File: src/common/usart_baud_map.vh
// Register map, field positions and reset values of the baud and clock block
`ifndef USART_BAUD_MAP_VH
`define USART_BAUD_MAP_VH

// ****************************************************************
// Register byte offsets on the Wishbone bus
// ****************************************************************
`define LOW_OFFSET       8'h00
`define HIGH_OFFSET      8'h04
`define CTRL_OFFSET      8'h08
`define STATUS_OFFSET    8'h0C

// ****************************************************************
// Control register fields
// ****************************************************************
`define CTRL_WIDTH       5
`define CTRL_EDGE_BIT    0
`define CTRL_DOUBLE_BIT  1
`define CTRL_SYNC_BIT    2
`define CTRL_LEGACY_BIT  3
`define CTRL_DRIVE_BIT   4
`define CTRL_RESET       5'h00

// ****************************************************************
// Divisor layout and reset values
// ****************************************************************
`define DIV_WIDTH        12
`define DIV_HIGH_WIDTH   4
`define DIV_LOW_WIDTH    8
`define DIV_RESET        12'h000
`define DIV_HIGH_RESET   4'h0
`define DIV_LOW_RESET    8'h00

// ****************************************************************
// Status register fields
// ****************************************************************
`define STAT_COUNT_LSB   0
`define STAT_CLOCK_BIT   12
`define STAT_PHASE_LSB   13

// ****************************************************************
// Oversampling phase limits, normal and double speed
// ****************************************************************
`define PHASE_WIDTH      4
`define PHASE_RESET      4'h0
`define PHASE_LAST_NORM  4'hF
`define PHASE_LAST_DBL   4'h7

`endif

File: src/hdl/baud_prescaler.v
// Down-counting baud prescaler with immediate reload
`timescale 1ns/100ps

module baud_prescaler #(
  parameter WIDTH = 12
) (
  // Clock and reset
  input  wire             clk_i,
  input  wire             rst_i,
  // Reload request and value
  input  wire             reload_i,
  input  wire [WIDTH-1:0] load_value_i,
  input  wire [WIDTH-1:0] divisor_i,
  // Tick and count
  output wire             tick_o,
  output wire [WIDTH-1:0] count_o
);

  reg [WIDTH-1:0] count_q;
  reg [WIDTH-1:0] count_d;
  reg             tick_q;
  reg             tick_d;

  // ****************************************************************
  // Count from the divisor down to zero, then reload
  // ****************************************************************
  always @* begin
    tick_d  = 1'b0;
    count_d = count_q - {{(WIDTH-1){1'b0}}, 1'b1};
    if (reload_i) begin
      count_d = load_value_i;
    end else if (count_q == {WIDTH{1'b0}}) begin
      count_d = divisor_i;
      tick_d  = 1'b1;
    end
  end

  always @(posedge clk_i) begin
    if (rst_i) begin
      count_q <= {WIDTH{1'b0}};
      tick_q  <= 1'b0;
    end else begin
      count_q <= count_d;
      tick_q  <= tick_d;
    end
  end

  assign tick_o  = tick_q;
  assign count_o = count_q;

endmodule

File: src/hdl/usart_baud_clock.v
// Baud divisor registers, prescaler and serial clock edge control
//
// Notes on behaviour
// - Edge select picks launch and sample clock edges.
// - Divisor is twelve bits, positions eleven to zero.
// - High register four upper bits, low eight lower.
// - Low register write reloads prescaler at once.
// - Legacy mode removes the high divisor register.
// - Double speed divides by eight, async only.
// - Mode select: clear async, set synchronous.
`timescale 1ns/100ps
`include "usart_baud_map.vh"

module usart_baud_clock (
  // Clock and reset
  input  wire        CLOCK_I,
  input  wire        RST_I,
  // Wishbone slave
  input  wire        CYC_I,
  input  wire        STB_I,
  input  wire        WE_I,
  input  wire [7:0]  ADR_I,
  input  wire [3:0]  SEL_I,
  input  wire [31:0] DAT_I,
  output wire [31:0] DAT_O,
  output wire        ACK_O,
  output wire        ERR_O,
  // Shared serial clock pin
  input  wire        SYNC_SERIAL_CLOCK_I,
  output wire        SYNC_SERIAL_CLOCK_O,
  output wire        SYNC_SERIAL_CLOCK_OE_O,
  // Timing enables to the transmitter and receiver
  output wire        BAUD_TICK_O,
  output wire        TX_SHIFT_O,
  output wire        RX_SAMPLE_O,
  // Mode seen by the datapaths
  output wire        SYNC_MODE_O,
  output wire        DOUBLE_SPEED_O
);

  // ****************************************************************
  // Declarations
  // ****************************************************************
  reg  [`DIV_LOW_WIDTH-1:0]  div_low_q;
  reg  [`DIV_HIGH_WIDTH-1:0] div_high_q;
  reg  [`CTRL_WIDTH-1:0]     ctrl_q;
  reg                        ack_q;
  reg                        err_q;
  reg  [31:0]                dat_q;
  reg  [31:0]                rd_data;
  reg                        addr_hit;
  reg  [`PHASE_WIDTH-1:0]    phase_q;
  reg  [`PHASE_WIDTH-1:0]    phase_last;
  reg                        bit_pulse;
  reg                        clk_meta_q;
  reg                        clk_sync_q;
  reg                        clk_prev_q;
  reg                        clk_level_q;
  reg                        xck_q;
  reg                        xck_oe_q;
  reg                        tx_shift_q;
  reg                        rx_sample_q;
  reg                        tx_shift_d;
  reg                        rx_sample_d;

  wire                       request;
  wire                       answered;
  wire                       write_now;
  wire                       low_wr;
  wire                       high_wr;
  wire                       ctrl_wr;
  wire                       edge_sel;
  wire                       double_speed;
  wire                       sync_mode;
  wire                       legacy_mode;
  wire                       drive_clock;
  wire [`DIV_HIGH_WIDTH-1:0] high_eff;
  wire [`DIV_WIDTH-1:0]      divisor;
  wire [`DIV_WIDTH-1:0]      reload_value;
  wire                       tick;
  wire [`DIV_WIDTH-1:0]      count;
  wire                       rise_int;
  wire                       fall_int;
  wire                       ext_agree;
  wire                       rise_ext;
  wire                       fall_ext;
  wire                       clk_rise;
  wire                       clk_fall;
  wire                       clk_level;

  // ****************************************************************
  // Control fields
  // ****************************************************************
  assign edge_sel     = ctrl_q[`CTRL_EDGE_BIT];
  assign double_speed = ctrl_q[`CTRL_DOUBLE_BIT];
  assign sync_mode    = ctrl_q[`CTRL_SYNC_BIT];
  assign legacy_mode  = ctrl_q[`CTRL_LEGACY_BIT];
  assign drive_clock  = ctrl_q[`CTRL_DRIVE_BIT];

  // ****************************************************************
  // Wishbone handshake
  // ****************************************************************
  assign request   = CYC_I & STB_I;
  assign answered  = ack_q | err_q;
  // Writes land on the edge where the master sees ack
  assign write_now = request & WE_I & SEL_I[0] & ack_q;

  always @* begin
    addr_hit = 1'b0;
    rd_data  = 32'h0000_0000;
    if (ADR_I == `LOW_OFFSET) begin
      addr_hit = 1'b1;
      rd_data  = {24'h00_0000, div_low_q};
    end else if (ADR_I == `HIGH_OFFSET) begin
      addr_hit = 1'b1;
      rd_data  = {28'h000_0000, high_eff};
    end else if (ADR_I == `CTRL_OFFSET) begin
      addr_hit = 1'b1;
      rd_data  = {27'h000_0000, ctrl_q};
    end else if (ADR_I == `STATUS_OFFSET) begin
      addr_hit = 1'b1;
      rd_data  = {15'h0000, phase_q, clk_level, count};
    end
  end

  always @(posedge CLOCK_I) begin
    if (RST_I) begin
      ack_q <= 1'b0;
      err_q <= 1'b0;
      dat_q <= 32'h0000_0000;
    end else begin
      ack_q <= request & ~answered & addr_hit;
      err_q <= request & ~answered & ~addr_hit;
      if (request & ~answered & ~WE_I) begin
        dat_q <= rd_data;
      end else if (~request) begin
        dat_q <= 32'h0000_0000;
      end
    end
  end

  assign ACK_O = ack_q;
  assign ERR_O = err_q;
  assign DAT_O = dat_q;

  // ****************************************************************
  // Register writes
  // ****************************************************************
  assign low_wr  = write_now & (ADR_I == `LOW_OFFSET);
  // Legacy mode has no high register, so its writes are dropped
  assign high_wr = write_now & (ADR_I == `HIGH_OFFSET) & ~legacy_mode;
  assign ctrl_wr = write_now & (ADR_I == `CTRL_OFFSET);

  always @(posedge CLOCK_I) begin
    if (RST_I) begin
      div_low_q  <= `DIV_LOW_RESET;
      div_high_q <= `DIV_HIGH_RESET;
      ctrl_q     <= `CTRL_RESET;
    end else begin
      if (low_wr) begin
        div_low_q <= DAT_I[`DIV_LOW_WIDTH-1:0];
      end
      if (high_wr) begin
        // Upper nibble is reserved and not stored
        div_high_q <= DAT_I[`DIV_HIGH_WIDTH-1:0];
      end
      if (ctrl_wr) begin
        ctrl_q <= DAT_I[`CTRL_WIDTH-1:0];
      end
    end
  end

  // ****************************************************************
  // Divisor assembly
  // ****************************************************************
  assign high_eff     = legacy_mode ? `DIV_HIGH_RESET : div_high_q;
  assign divisor      = {high_eff, div_low_q};
  assign reload_value = {high_eff, DAT_I[`DIV_LOW_WIDTH-1:0]};

  // ****************************************************************
  // Prescaler
  // ****************************************************************
  baud_prescaler #(
    .WIDTH (`DIV_WIDTH)
  ) u_prescaler (
    .clk_i        (CLOCK_I),
    .rst_i        (RST_I),
    .reload_i     (low_wr),
    .load_value_i (reload_value),
    .divisor_i    (divisor),
    .tick_o       (tick),
    .count_o      (count)
  );

  // ****************************************************************
  // Asynchronous bit rate: sixteen or eight ticks per bit
  // ****************************************************************
  always @* begin
    phase_last = `PHASE_LAST_NORM;
    if (double_speed) begin
      phase_last = `PHASE_LAST_DBL;
    end
    bit_pulse = tick & ~sync_mode & (phase_q == phase_last);
  end

  always @(posedge CLOCK_I) begin
    if (RST_I) begin
      phase_q <= `PHASE_RESET;
    end else if (sync_mode | low_wr) begin
      // Double speed has no effect on the synchronous rate
      phase_q <= `PHASE_RESET;
    end else if (tick) begin
      if (phase_q >= phase_last) begin
        phase_q <= `PHASE_RESET;
      end else begin
        phase_q <= phase_q + 4'h1;
      end
    end
  end

  // ****************************************************************
  // Shared serial clock: driven from the prescaler or taken in
  // ****************************************************************
  always @(posedge CLOCK_I) begin
    if (RST_I) begin
      xck_q    <= 1'b0;
      xck_oe_q <= 1'b0;
    end else begin
      xck_oe_q <= sync_mode & drive_clock;
      if (~(sync_mode & drive_clock)) begin
        xck_q <= 1'b0;
      end else if (tick) begin
        xck_q <= ~xck_q;
      end
    end
  end

  assign rise_int = sync_mode & drive_clock & tick & ~xck_q;
  assign fall_int = sync_mode & drive_clock & tick & xck_q;

  // Three stage input capture; a level counts once stages two and three agree
  always @(posedge CLOCK_I) begin
    if (RST_I) begin
      clk_meta_q  <= 1'b0;
      clk_sync_q  <= 1'b0;
      clk_prev_q  <= 1'b0;
      clk_level_q <= 1'b0;
    end else begin
      clk_meta_q <= SYNC_SERIAL_CLOCK_I;
      clk_sync_q <= clk_meta_q;
      clk_prev_q <= clk_sync_q;
      if (ext_agree) begin
        clk_level_q <= clk_prev_q;
      end
    end
  end

  assign ext_agree = sync_mode & ~drive_clock & (clk_sync_q == clk_prev_q);
  assign rise_ext  = ext_agree & clk_prev_q & ~clk_level_q;
  assign fall_ext  = ext_agree & ~clk_prev_q & clk_level_q;
  assign clk_rise  = rise_int | rise_ext;
  assign clk_fall  = fall_int | fall_ext;
  assign clk_level = drive_clock ? xck_q : clk_level_q;

  // ****************************************************************
  // Launch and sample enables
  // ****************************************************************
  always @* begin
    if (sync_mode) begin
      if (edge_sel) begin
        tx_shift_d  = clk_fall;
        rx_sample_d = clk_rise;
      end else begin
        tx_shift_d  = clk_rise;
        rx_sample_d = clk_fall;
      end
    end else begin
      // Edge select is ignored in asynchronous operation
      tx_shift_d  = bit_pulse;
      rx_sample_d = tick;
    end
  end

  always @(posedge CLOCK_I) begin
    if (RST_I) begin
      tx_shift_q  <= 1'b0;
      rx_sample_q <= 1'b0;
    end else begin
      tx_shift_q  <= tx_shift_d;
      rx_sample_q <= rx_sample_d;
    end
  end

  // ****************************************************************
  // Outputs
  // ****************************************************************
  assign SYNC_SERIAL_CLOCK_O    = xck_q;
  assign SYNC_SERIAL_CLOCK_OE_O = xck_oe_q;
  assign BAUD_TICK_O            = tick;
  assign TX_SHIFT_O             = tx_shift_q;
  assign RX_SAMPLE_O            = rx_sample_q;
  assign SYNC_MODE_O            = sync_mode;
  assign DOUBLE_SPEED_O         = double_speed;

endmodule

File: config.mk
export PLATFORM = sky130hd
export DESIGN_NAME = usart_baud_clock
export DESIGN_NICKNAME = d
export VERILOG_FILES = /design/src/hdl/baud_prescaler.v /design/src/hdl/usart_baud_clock.v
export VERILOG_INCLUDE_DIRS = /design/src /design/src/common
export SDC_FILE = /design/constraint.sdc
export NUM_CORES = 1
export LEC_CHECK = 0
export BUFFER_PORTS_ARGS = -buffer_cell sky130_fd_sc_hd__buf_2
export CORE_UTILIZATION = 35
export DETAILED_ROUTE_END_ITERATION = 10
export GPL_TIMING_DRIVEN = 1
export PLACE_DENSITY = 0.65
export SETUP_SLACK_MARGIN = 0.05
export SYNTH_ARGS = -nofsm -noshare
export SYNTH_HDL_FRONTEND = slang
export SYNTH_SLANG_ARGS = --single-unit
File: constraint.sdc
create_clock -name CLOCK_I -period 2.7 [get_ports CLOCK_I]
set_input_delay 0.405 -clock CLOCK_I [delete_from_list [all_inputs] [get_ports CLOCK_I]]
set_output_delay 0.405 -clock CLOCK_I [all_outputs]
set_load 0.05 [all_outputs]
==> metrics.yaml <==
grt:
  antenna_found_initial: 0
  overflow: 0
  use_met1_pct: 22.1
  grt_first_pass_wirelength_mm: 11.1
  grt_use_met3_pct: 5.17
  track_usage_pct: 16.7
  grt_use_met2_pct: 26.0
  grt_busiest_layer: "met2"
  first_global_vias: 2286
  grt_max_degree: 57
power:
  ir_drop_mv: 0.409
  power_density_nw_per_um2: 851
  p_leak_nw: 1.36
clock_tree:
  cts.sinks: 61
  htreeDepth: 3
  cts_tree: "yes"
  post_cts_buffers: 0
  post_cts_resize_count: 0
  cts_buffers: 9
  clk_path_buf_depth: 2
  clk_latency_ns: 0.34
  clkTransAtPathRegs_ns: 0.07
  cts_root_buf: "clkbuf_8"
  ctsHoldBuffers: 0
finish:
  drive_gt1_share_pct: 20.3
  final_common_cell: "dfxtp_1"
  num-fill-cells: 805
  finalNetCount: 435
  diodes: 0
  multiInputGateArea_um2: 1450
  syn2layout_area_growth_pct: 16.3
  ff_latch_area_um2: 1220
  most-common-layout-cells: "dfxtp_1 (61), buf_2 (48), nor2_1 (40), nand2_1 (34), a21oi_1 (21)"
  fin_util_pct: 42.6
yosys:
  synthFlopType: "dfxtp_1"
  yosysSeqAreaShare_pct: 42.4
  synth_seq_cells: 61
  synth_area_leaders: "dfxtp_1 (42%), nor2_1 (5.2%), mux2i_1 (4.5%)"
  synth.largest_area_cell: "dfxtp_1"
  yosysWarnings: 0
  synth.top_cell.area_share_pct: 42.4
  async_reset_ff_share_pct: 0
  synth-edff-count: 0
  netlist_instances: 336
  ys_types: 49
  synth.cell_area_um2: 2880
  synth.avg_cell_area_um2: 8.56
timing:
  final.period_utilization_pct: 81.1
  fin_tns_setup_ns: 0
  max_freq_ghz: 0.457
  drv_slew: 0
  tightestPinTransition_ns: 0.977
  slew_headroom_pct: 34.9
  clock_skew_ns: 0.00376
  post-route-min-period_ns: 2.19
  final-hold-violation-count: 0
  whs_ns: 0.274
  rsz0062_at_grt: "no"
  setup_viol_count_final: 0
placement:
  port_buffers: 48
  hpwl_mm: 4.83
  globalplace.congestion: 0.832
flow_run:
  cap_violations: 0
die:
  die-area_um2: 8590
  io_pins: 91
  num_rows: 32
  initial_utilization_pct: 36.7
  die_y_um: 92.7
  core_area_um2: 7850
  fp.dieW_um: 92.7
drt:
  drt-total-wl_mm: 6.80
  ant_nets: 0
  viasPerCell: 5.07
  drtPass1Iterations: 5
  drt_iter0_drc: 94
  wl_per_cell_um: 14.0
  drc: 0
  num_vias: 2469
worst_setup_path:
  path_max_fanout: 15
  cp.arrival_ns: 2.37
  ff2ff_path_depth: 7
  cp.required_ns: 2.88
  criticalPathCategory: "in2reg"
  cp-start-kind: "input port"
  endpoint_kind: "register"
outcome:
  status: "completed"
hold_path:
  min_path_type: "in2reg"
  hold-path-cell-count: 2
## metal layers
metal,vias to the layer above,wire length (um)
li1,1234,-
met1,1147,3260
met2,78,3060
met3,10,376
met4,0,102
met5,-,0
## layout make-up
| cell class | instances | area share, % |
|---|---|---|
| flip-flops and latches | 61 | 36.5 |
| well taps | 102 | 3.81 |
| repair buffers | 55 | 8.75 |
| multi-input cells | 243 | 43.4 |
| clock buffers | 10 | 4.11 |
| inverters | 11 | 1.23 |
| clock inverters | 5 | 2.24 |
## critical path: stages
cell and delay, ns:
buf_2 0.09, or4_1 0.54, or2_1 0.34, or3_1 0.68, o211ai_1 0.21, a21oi_1 0.10
## synth_stat cells, types with 2 or more instances
master,count
clkbuf_1,12
nor4b_1,2
xor2_1,6
xnor2_1,6
a21oi_1,21
o31ai_1,3
a22oi_1,13
ha_1,4
and2_1,2
o311ai_0,3
nand3_1,4
a211oi_1,3
nor3_1,12
buf_6,3
o21ai_0,9
or4_1,2
buf_1,2
mux2i_1,13
dfxtp_1,61
inv_1,11
nand2b_1,4
nand4_1,5
o211ai_1,7
nor2_1,40
mux2_2,2
nor2b_1,4
buf_2,2
or3_1,4
nand2_1,34
a22o_1,4
o31a_1,2
or2_2,3
a31oi_1,2
buf_4,16
## through the flow
stage	setup WS (ns)	cells	total power, W	instance area, um^2
floorplan	0.476	350	0.00178	2930
global placement	0.232	472	0.00193	3130
detailed placement	0.171	472	0.00196	3130
CTS	0.531	487	0.00285	3350
global route	0.459	487	0.00301	3350
finish	0.511	487	0.00285	3350
## sequential cells by signal (all words and copies together) (netlist names), 4 cells and up
name,cells
DAT_O,17
u_prescaler.count_o,12
div_low_q,8
ctrl_q,5
div_high_q,4
phase_q,4
## kinds of logic after synthesis
logic type / synth area share, %
other: 0.130
adder cells (fa/ha/maj): 1.74
multiplexers: 5.30
buffers and inverters: 8.96
flip-flops: 42.4
XOR/XNOR: 3.65
AND/OR/NAND/NOR: 21.1
AO/OA/AOI/OAI: 16.7
## power by group
part	switching [W]	total, W	internal, W
combinational	0.000474	0.000847	0.000374
sequential	0.000124	0.00111	0.000989
clock	0.000354	0.000888	0.000535
## path summary, 6_finish.rpt
| path | from | endpoint | slack (ns) |
|---|---|---|---|
| setup / recovery | ADR_I[5] | u_prescaler.count_o[4] | 0.51 |
| hold / removal | SYNC_SERIAL_CLOCK_I | clk_meta_q | 0.27 |
| setup reg to reg | u_prescaler.count_o[0] | u_prescaler.count_o[8] | 0.66 |
| hold reg to reg | clk_meta_q | clk_sync_q | 0.44 |
Note: power is estimated with default switching activity, not from simulation.
